<file path="src/gpc_cfg.svh">
// register offsets, field positions, write masks, reset values and response codes for the gpio pin control block
`ifndef GPC_CFG_SVH
`define GPC_CFG_SVH
`define GPC_CTRL_OFS 12'h000
`define GPC_CTRL2_OFS 12'h004
`define GPC_SHARED_OUT_OFS 12'h008
`define GPC_WELL_OFS 12'h00C
`define GPC_PWR_LO 2
`define GPC_PWR_HI 3
`define GPC_INT_LO 4
`define GPC_INT_HI 7
`define GPC_BUF_BIT 8
`define GPC_DIR_BIT 9
`define GPC_SRC_BIT 10
`define GPC_POL_BIT 11
`define GPC_MUX_LO 12
`define GPC_MUX_HI 13
`define GPC_DATA_BIT 16
`define GPC_IN_BIT 24
`define GPC_CTRL_WMASK 32'h00013FFC
`define GPC_CTRL2_WMASK 32'h00000030
`define GPC_CTRL_RESET 32'h00000000
`define GPC_CTRL2_RESET 32'h00000000
`define GPC_RESP_OKAY 2'h0
`define GPC_RESP_SLVERR 2'h2
`endif

</file>
<file path="src/gpc_pkg.sv">
// types shared by the gpio pin control block
package gpc_pkg;
    typedef enum logic [1:0] {
        GPC_FN_GPIO,
        GPC_FN_ALT1,
        GPC_FN_ALT2,
        GPC_FN_ALT3
    } gpc_fn_t;
    // pad-facing drive bundle
    typedef struct packed {
        logic out;
        logic oe;
    } gpc_pad_t;
    // one alternate function's drive request
    typedef struct packed {
        logic out;
        logic oe;
    } gpc_alt_t;
endpackage

</file>
<file path="src/gpc_pin_control.sv">
// gpio pin control: function mux, polarity, direction, buffer type, axi4-lite registers
`timescale 1ns/1ps
`include "gpc_cfg.svh"

module gpc_pin_control (
    input wire logic aclk, // 100 MHz bus clock
    input wire logic aresetn, // synchronous reset, active low
    input wire logic [11:0] s_axi_awaddr, // write address
    input wire logic s_axi_awvalid, // write address valid
    output logic s_axi_awready, // write address ready
    input wire logic [31:0] s_axi_wdata, // write data
    input wire logic [3:0] s_axi_wstrb, // write byte strobes
    input wire logic s_axi_wvalid, // write data valid
    output logic s_axi_wready, // write data ready
    output logic [1:0] s_axi_bresp, // write response
    output logic s_axi_bvalid, // write response valid
    input wire logic s_axi_bready, // write response ready
    input wire logic [11:0] s_axi_araddr, // read address
    input wire logic s_axi_arvalid, // read address valid
    output logic s_axi_arready, // read address ready
    output logic [31:0] s_axi_rdata, // read data
    output logic [1:0] s_axi_rresp, // read response
    output logic s_axi_rvalid, // read data valid
    input wire logic s_axi_rready, // read data ready
    input wire logic pad_in, // asynchronous pad input level
    input wire logic [3:0] well_on, // power well status per gating code
    input wire gpc_pkg::gpc_alt_t [2:0] alt_drive, // alternate function 1..3 drive
    output gpc_pkg::gpc_pad_t pad_drive, // pad output level and enable
    output logic pad_open_drain, // 1 = open drain buffer
    output logic pad_in_fn, // pad input to selected function
    output logic [3:0] int_det_eff, // interrupt detect setting after polarity
    output logic [5:4] pad_strength // drive strength field of second register
);
    import gpc_pkg::*;

    ////////////////////////////////////////////////////////////////////////////
    // registers
    logic [31:0] ctrl;
    logic [31:0] ctrl2;
    logic shared_out;
    logic [31:0] next_ctrl;
    logic [31:0] next_ctrl2;
    logic next_shared_out;

    // pad input sync: three stages, change accepted when stages 2 and 3 agree
    logic [2:0] pin_sync;
    logic pin_level;
    logic [2:0] next_pin_sync;
    logic next_pin_level;
    logic [3:0] well_s1;
    logic [3:0] well_s2;
    logic [3:0] well_s3;
    // well status is a pin as well: per bit, a change counts once stages 2 and 3 agree
    logic [3:0] well_level;
    logic [3:0] next_well_level;

    // axi state
    logic aw_held;
    logic w_held;
    logic [11:0] aw_addr;
    logic [31:0] w_data;
    logic [3:0] w_strb;
    logic bvalid;
    logic [1:0] bresp;
    logic rvalid;
    logic [31:0] rdata;
    logic [1:0] rresp;
    logic next_aw_held;
    logic next_w_held;
    logic [11:0] next_aw_addr;
    logic [31:0] next_w_data;
    logic [3:0] next_w_strb;
    logic next_bvalid;
    logic [1:0] next_bresp;
    logic next_rvalid;
    logic [31:0] next_rdata;
    logic [1:0] next_rresp;
    // ready outputs come from their own flops, never through an inverter
    logic awready_q;
    logic wready_q;
    logic arready_q;
    logic next_awready;
    logic next_wready;
    logic next_arready;

    // pad outputs
    gpc_pad_t pad_q;
    gpc_pad_t next_pad;
    logic od_q;
    logic next_od;
    logic fn_in_q;
    logic next_fn_in;
    logic [3:0] int_q;
    logic [3:0] next_int;

    ////////////////////////////////////////////////////////////////////////////
    // bus: address and data taken independently, response once both are held
    logic do_write;
    logic in_bit;
    logic [31:0] ctrl_rd;
    logic [31:0] wmask;

    // stretch byte strobes into a bit mask
    always_comb begin
        for (int i = 0; i < 4; i++) begin
            wmask[i*8 +: 8] = {8{w_strb[i]}};
        end
    end

    // well off forces the input bit high
    assign in_bit = well_level[ctrl[`GPC_PWR_HI:`GPC_PWR_LO]] ? pin_level : 1'b1;

    // reserved bits read zero; bit 16 is the stored value, not the pin
    assign ctrl_rd = (ctrl & `GPC_CTRL_WMASK)
        | ({31'h00000000, in_bit} << `GPC_IN_BIT);

    assign do_write = aw_held && w_held && !bvalid;

    always_comb begin
        next_aw_held = aw_held;
        next_w_held = w_held;
        next_aw_addr = aw_addr;
        next_w_data = w_data;
        next_w_strb = w_strb;
        next_bvalid = bvalid;
        next_bresp = bresp;
        next_ctrl = ctrl;
        next_ctrl2 = ctrl2;
        next_shared_out = shared_out;
        if (s_axi_awvalid && !aw_held) begin
            next_aw_held = 1'b1;
            next_aw_addr = s_axi_awaddr;
        end
        if (s_axi_wvalid && !w_held) begin
            next_w_held = 1'b1;
            next_w_data = s_axi_wdata;
            next_w_strb = s_axi_wstrb;
        end
        if (do_write) begin
            next_aw_held = 1'b0;
            next_w_held = 1'b0;
            next_bvalid = 1'b1;
            next_bresp = `GPC_RESP_OKAY;
            unique case (aw_addr[11:2])
                10'(`GPC_CTRL_OFS >> 2): begin
                    // writes never reach reserved or read-only bits
                    next_ctrl = (ctrl & ~(wmask & `GPC_CTRL_WMASK))
                        | (w_data & wmask & `GPC_CTRL_WMASK);
                end
                10'(`GPC_CTRL2_OFS >> 2): begin
                    next_ctrl2 = (ctrl2 & ~(wmask & `GPC_CTRL2_WMASK))
                        | (w_data & wmask & `GPC_CTRL2_WMASK);
                end
                10'(`GPC_SHARED_OUT_OFS >> 2): begin
                    if (w_strb[0]) begin
                        next_shared_out = w_data[0];
                    end
                end
                default: begin
                    next_bresp = `GPC_RESP_SLVERR;
                end
            endcase
        end
        if (bvalid && s_axi_bready) begin
            next_bvalid = 1'b0;
        end
        next_awready = !next_aw_held;
        next_wready = !next_w_held;
    end

    // read answers one cycle after the address is taken
    always_comb begin
        next_rvalid = rvalid;
        next_rdata = rdata;
        next_rresp = rresp;
        if (rvalid && s_axi_rready) begin
            next_rvalid = 1'b0;
        end
        if (s_axi_arvalid && !rvalid) begin
            next_rvalid = 1'b1;
            next_rresp = `GPC_RESP_OKAY;
            unique case (s_axi_araddr[11:2])
                10'(`GPC_CTRL_OFS >> 2): next_rdata = ctrl_rd;
                10'(`GPC_CTRL2_OFS >> 2): next_rdata = ctrl2 & `GPC_CTRL2_WMASK;
                10'(`GPC_SHARED_OUT_OFS >> 2): next_rdata = {31'h00000000, shared_out};
                10'(`GPC_WELL_OFS >> 2): next_rdata = {28'h0000000, well_s3};
                default: begin
                    next_rdata = 32'h00000000;
                    next_rresp = `GPC_RESP_SLVERR;
                end
            endcase
        end
        next_arready = !next_rvalid;
    end

    ////////////////////////////////////////////////////////////////////////////
    // pad input synchroniser and filter
    always_comb begin
        next_pin_sync = {pin_sync[1:0], pad_in};
        next_pin_level = (pin_sync[1] == pin_sync[2]) ? pin_sync[2] : pin_level;
        // a bit still settling keeps its old level; the others move on
        next_well_level = (well_s3 & ~(well_s2 ^ well_s3)) | (well_level & (well_s2 ^ well_s3));
    end

    ////////////////////////////////////////////////////////////////////////////
    // function mux, polarity and buffer control
    always_comb begin
        gpc_fn_t fn;
        logic gpio_data;
        fn = gpc_fn_t'(ctrl[`GPC_MUX_HI:`GPC_MUX_LO]);
        gpio_data = ctrl[`GPC_SRC_BIT] ? shared_out : ctrl[`GPC_DATA_BIT];
        next_pad = '0;
        next_int = ctrl[`GPC_INT_HI:`GPC_INT_LO];
        next_od = ctrl[`GPC_BUF_BIT];
        next_fn_in = pin_level;
        unique case (fn)
            GPC_FN_GPIO: begin
                // polarity plays no part here
                next_pad.out = gpio_data;
                next_pad.oe = ctrl[`GPC_DIR_BIT];
            end
            GPC_FN_ALT1, GPC_FN_ALT2, GPC_FN_ALT3: begin
                // the alternate function owns direction
                next_pad.oe = alt_drive[fn - 2'd1].oe;
                next_pad.out = alt_drive[fn - 2'd1].out ^ ctrl[`GPC_POL_BIT];
                next_fn_in = pin_level ^ ctrl[`GPC_POL_BIT];
                next_int = ctrl[`GPC_INT_HI:`GPC_INT_LO]
                    ^ {3'h0, ctrl[`GPC_POL_BIT]};
            end
        endcase
        // open drain never drives high
        if (next_od && next_pad.out) begin
            next_pad.oe = 1'b0;
        end
    end

    ////////////////////////////////////////////////////////////////////////////
    // registering of all state
    always_ff @(posedge aclk) begin
        if (!aresetn) begin
            ctrl <= `GPC_CTRL_RESET;
            ctrl2 <= `GPC_CTRL2_RESET;
            shared_out <= 1'b0;
            pin_sync <= 3'h0;
            pin_level <= 1'b0;
            well_level <= 4'h0;
            awready_q <= 1'b1;
            wready_q <= 1'b1;
            arready_q <= 1'b1;
            aw_held <= 1'b0;
            w_held <= 1'b0;
            aw_addr <= 12'h000;
            w_data <= 32'h00000000;
            w_strb <= 4'h0;
            bvalid <= 1'b0;
            bresp <= 2'h0;
            rvalid <= 1'b0;
            rdata <= 32'h00000000;
            rresp <= 2'h0;
            pad_q <= '0;
            od_q <= 1'b0;
            fn_in_q <= 1'b0;
            int_q <= 4'h0;
            well_s1 <= 4'h0;
            well_s2 <= 4'h0;
            well_s3 <= 4'h0;
        end else begin
            ctrl <= next_ctrl;
            ctrl2 <= next_ctrl2;
            shared_out <= next_shared_out;
            pin_sync <= next_pin_sync;
            pin_level <= next_pin_level;
            well_level <= next_well_level;
            awready_q <= next_awready;
            wready_q <= next_wready;
            arready_q <= next_arready;
            aw_held <= next_aw_held;
            w_held <= next_w_held;
            aw_addr <= next_aw_addr;
            w_data <= next_w_data;
            w_strb <= next_w_strb;
            bvalid <= next_bvalid;
            bresp <= next_bresp;
            rvalid <= next_rvalid;
            rdata <= next_rdata;
            rresp <= next_rresp;
            pad_q <= next_pad;
            od_q <= next_od;
            fn_in_q <= next_fn_in;
            int_q <= next_int;
            well_s1 <= well_on;
            well_s2 <= well_s1;
            well_s3 <= well_s2;
        end
    end

    assign s_axi_awready = awready_q;
    assign s_axi_wready = wready_q;
    assign s_axi_bvalid = bvalid;
    assign s_axi_bresp = bresp;
    assign s_axi_arready = arready_q;
    assign s_axi_rvalid = rvalid;
    assign s_axi_rdata = rdata;
    assign s_axi_rresp = rresp;
    assign pad_drive = pad_q;
    assign pad_open_drain = od_q;
    assign pad_in_fn = fn_in_q;
    assign int_det_eff = int_q;
    assign pad_strength = ctrl2[5:4];
endmodule

</file>
<file path="config.mk">
export PLATFORM = sky130hd
export DESIGN_NAME = gpc_pin_control
export DESIGN_NICKNAME = d
export VERILOG_FILES = /design/src/gpc_pkg.sv /design/src/gpc_pin_control.sv
export VERILOG_INCLUDE_DIRS = /design/src
export SDC_FILE = /design/constraint.sdc
export NUM_CORES = 1
export LEC_CHECK = 0
export ABC_AREA = 1
export BUFFER_PORTS_ARGS = -buffer_cell sky130_fd_sc_hd__buf_2
export CORE_MARGIN = 5
export CORE_UTILIZATION = 50
export DETAILED_ROUTE_END_ITERATION = 16
export PLACE_DENSITY = 0.78
export SLEW_MARGIN = 20
export SYNTH_ARGS = -nofsm -noshare
export SYNTH_HDL_FRONTEND = slang
export SYNTH_SLANG_ARGS = --single-unit
</file>
<file path="constraint.sdc">
create_clock -name aclk -period 1.5 [get_ports aclk]
set_input_delay 0.3 -clock aclk [delete_from_list [all_inputs] [get_ports aclk]]
set_output_delay 0.3 -clock aclk [all_outputs]
set_load 0.1 [all_outputs]
</file>
==> out/metrics.cfg <==
[power_and_ir_drop]
clockPowerShare_pct = 35.5
p_int_uw = 3750
power_frac_comb_pct = 13.2
p_leak_uw = 0.00230
switching_share_pct = 28.4
power_density_nw_per_um2 = 1160
seqPwrFrac_pct = 51.3
p_sw_uw = 1490
ir_worst_vdd_v = 0.000547

[placement]
dpl.cell_count = 685
routabilityCongestion = 0.858
post-dp-hpwl_um = 5970
io_buffers = 87

[layout]
area_growth_pct = 19.5
fin_nets = 676
antenna_cells = 0
drive_gt1_share_pct = 21.3
post-route-util_pct = 61.8
nFillCells = 650
finalNonFillerCells = 701

[floorplan]
std_cell_rows = 31
die_h_um = 97.1
ios = 129
core_area_um2 = 7330
dieArea_um2 = 9420
start_util_pct = 51.7
die_x_um = 97.1

[drt]
drtAntennaViolNets = 0
vias = 3280
vias_per_cell = 4.68
drt-initial-drc-count = 161
drc = 0
post_drt_wl_per_cell_um = 11.5
dr.pass1.iters = 4
drt-total-wl_um = 8070

[timing]
finalHoldViolCount = 0
slew_viol_final = 0
tightest_slew_ns = 0.539
finalCritPeriodShare_pct = 96.9
max_slew_margin_pct = 64.0
fmax_mhz = 688
finalSetupViolations = 0
skew_ns = 0.00964
fin_crit_ns = 1.45
tns_ns = 0
rsz0062_at_grt = false

[synth]
synth_seq_area_share_pct = 50.7
ys_async_sr_fraction_pct = 0
yosysUniqueCellTypes = 29
netlist_area_um2 = 3790
yosys_warnings = 0
synth_edf_count = 0
synth_cells = 505
ys.flop_type = dfxtp_1
avgSynthCellArea_um2 = 7.51
ys_ff_latch = 96

[clocking]
h-tree-depth = 3
postCtsHoldBufs = 0
post_cts_buffers = 0
clock_sink_count = 96
root_buffer = clkbuf_8
insertion_delay_ns = 0.36
tritoncts = built
clockBufferDepth = 2
cts_buffers = 9
clkTransAtPathRegs_ns = 0.09

[worst_setup_path]
crit_fanout = 2
path_class = reg -> out
crit_slowest_cell = buf_2
max_stage_delay_ns = 0.44
path_buf_inv = 1
cp.required_ns = 1.20
worstPathCellList = buf_2
cp.depth = 1
cpLargestDelayFamily = buffers and inverters
critPathCaptureType = output pin
cp.arrival_ns = 1.15
worstSetupStartpointType = flip-flop
rr_worst_depth = 6

[grt]
grt_overflow = 0
grtUsageTotal_pct = 17.0
grt_start_max_net_pins = 66
first_global_vias = 3021
antenna_found_initial = 0
grt_pass1_wl_um = 13400

[outcome]
outcome = finished, final reports clean

[hold_path]
min_path_type = in -> reg
hold_path_depth = 3

[flow_run]
cap_violations = 0

path summary, 6_finish.rpt:
check	startpoint	slack (ns)	end
hold reg to reg	pin_sync[0]	0.42	pin_sync[1]
hold / removal	well_on[0]	0.11	well_s1[0]
setup reg to reg	aw_addr[6]	0.16	flip-flop
setup / recovery	s_axi_rdata[7]	0.05	s_axi_rdata[7]
final cells by class:
class / instances / area, um^2 / share of cell area [%]
flip-flops and latches: 96 / 1920 / 42.5
clock inverters: 7 / 103 / 2.27
inverters: 59 / 221 / 4.89
repair buffers: 98 / 543 / 12.0
multi-input cells: 333 / 1490 / 32.9
clock buffers: 9 / 124 / 2.73
well taps: 99 / 124 / 2.73
through the flow:
stage	setup WS, ns	hold slack [ns]	power [uW]	area [um^2]
after CTS	0.0108	0.100	5280	4510
after floorplan	0.00308	0.390	3320	3860
after global routing	0.00302	0.105	5480	4530
final	0.0465	0.114	5240	4530
after global placement	0.140	0.392	3420	4280
after detailed placement	0.0966	0.401	3440	4280
metal layers:
| metal | part of all wire (%) | vias to the layer above | global-route usage [%] |
|---|---|---|---|
| li1 | - | 1721 | - |
| met1 | 42 | 1454 | 19.9 |
| met2 | 49 | 89 | 29.2 |
| met3 | 6.5 | 16 | 4.67 |
| met4 | 1.7 | 0 | 7.24 |
| met5 | 0 | - | 0 |
cell families after synthesis:
kind of cell / synth area share (%)
and+or+nand+nor: 26.1
DFF: 50.7
buffers and inverters: 11.9
AOI/OAI and AO/OA: 10.9
adders and majority gates: 0.330
other: 0.0989
cells in the final DEF (no fill, tap or decap), types with 3 or more instances in the layout:
cell,count
nand2_1,99
nor2_1,95
dfxtp_1,94
buf_2,82
inv_1,57
o21ai_0,45
a21oi_1,29
nand3_1,26
conb_1,18
buf_4,11
clkbuf_8,9
clkbuf_4,4
nor2_4,3
power groups by stage:
stage / registers [uW] / logic [uW] / clock network, uW
global route: 2700 / 751 / 2030
floorplan: 2850 / 471 / 0
CTS: 2690 / 687 / 1910
global placement: 2750 / 673 / 0
detailed placement: 2750 / 685 / 0
finish: 2690 / 692 / 1860
Yosys cell counts, drive strengths merged (2+ instances only):
library cell,instances,area (um^2)
nand2,101,384
nor2,100,403
dfxtp,96,1920
inv,58,218
o21ai,45,225
a21oi,29,145
nand3,28,150
buf,23,178
clkbuf,11,51.3
nor3,3,26.3
a31oi,2,12.5
nand4,2,27.5
timing repair:
| action | in CTS | in global routing |
|---|---|---|
| endpoints found under the hold margin | 0 | 0 |
| endpoints found under the setup margin | 1 | 9 |
| pin swaps | 0 | 0 |
| gates resized for setup | 1 | 5 |
Note: power is estimated with default switching activity, not from simulation.
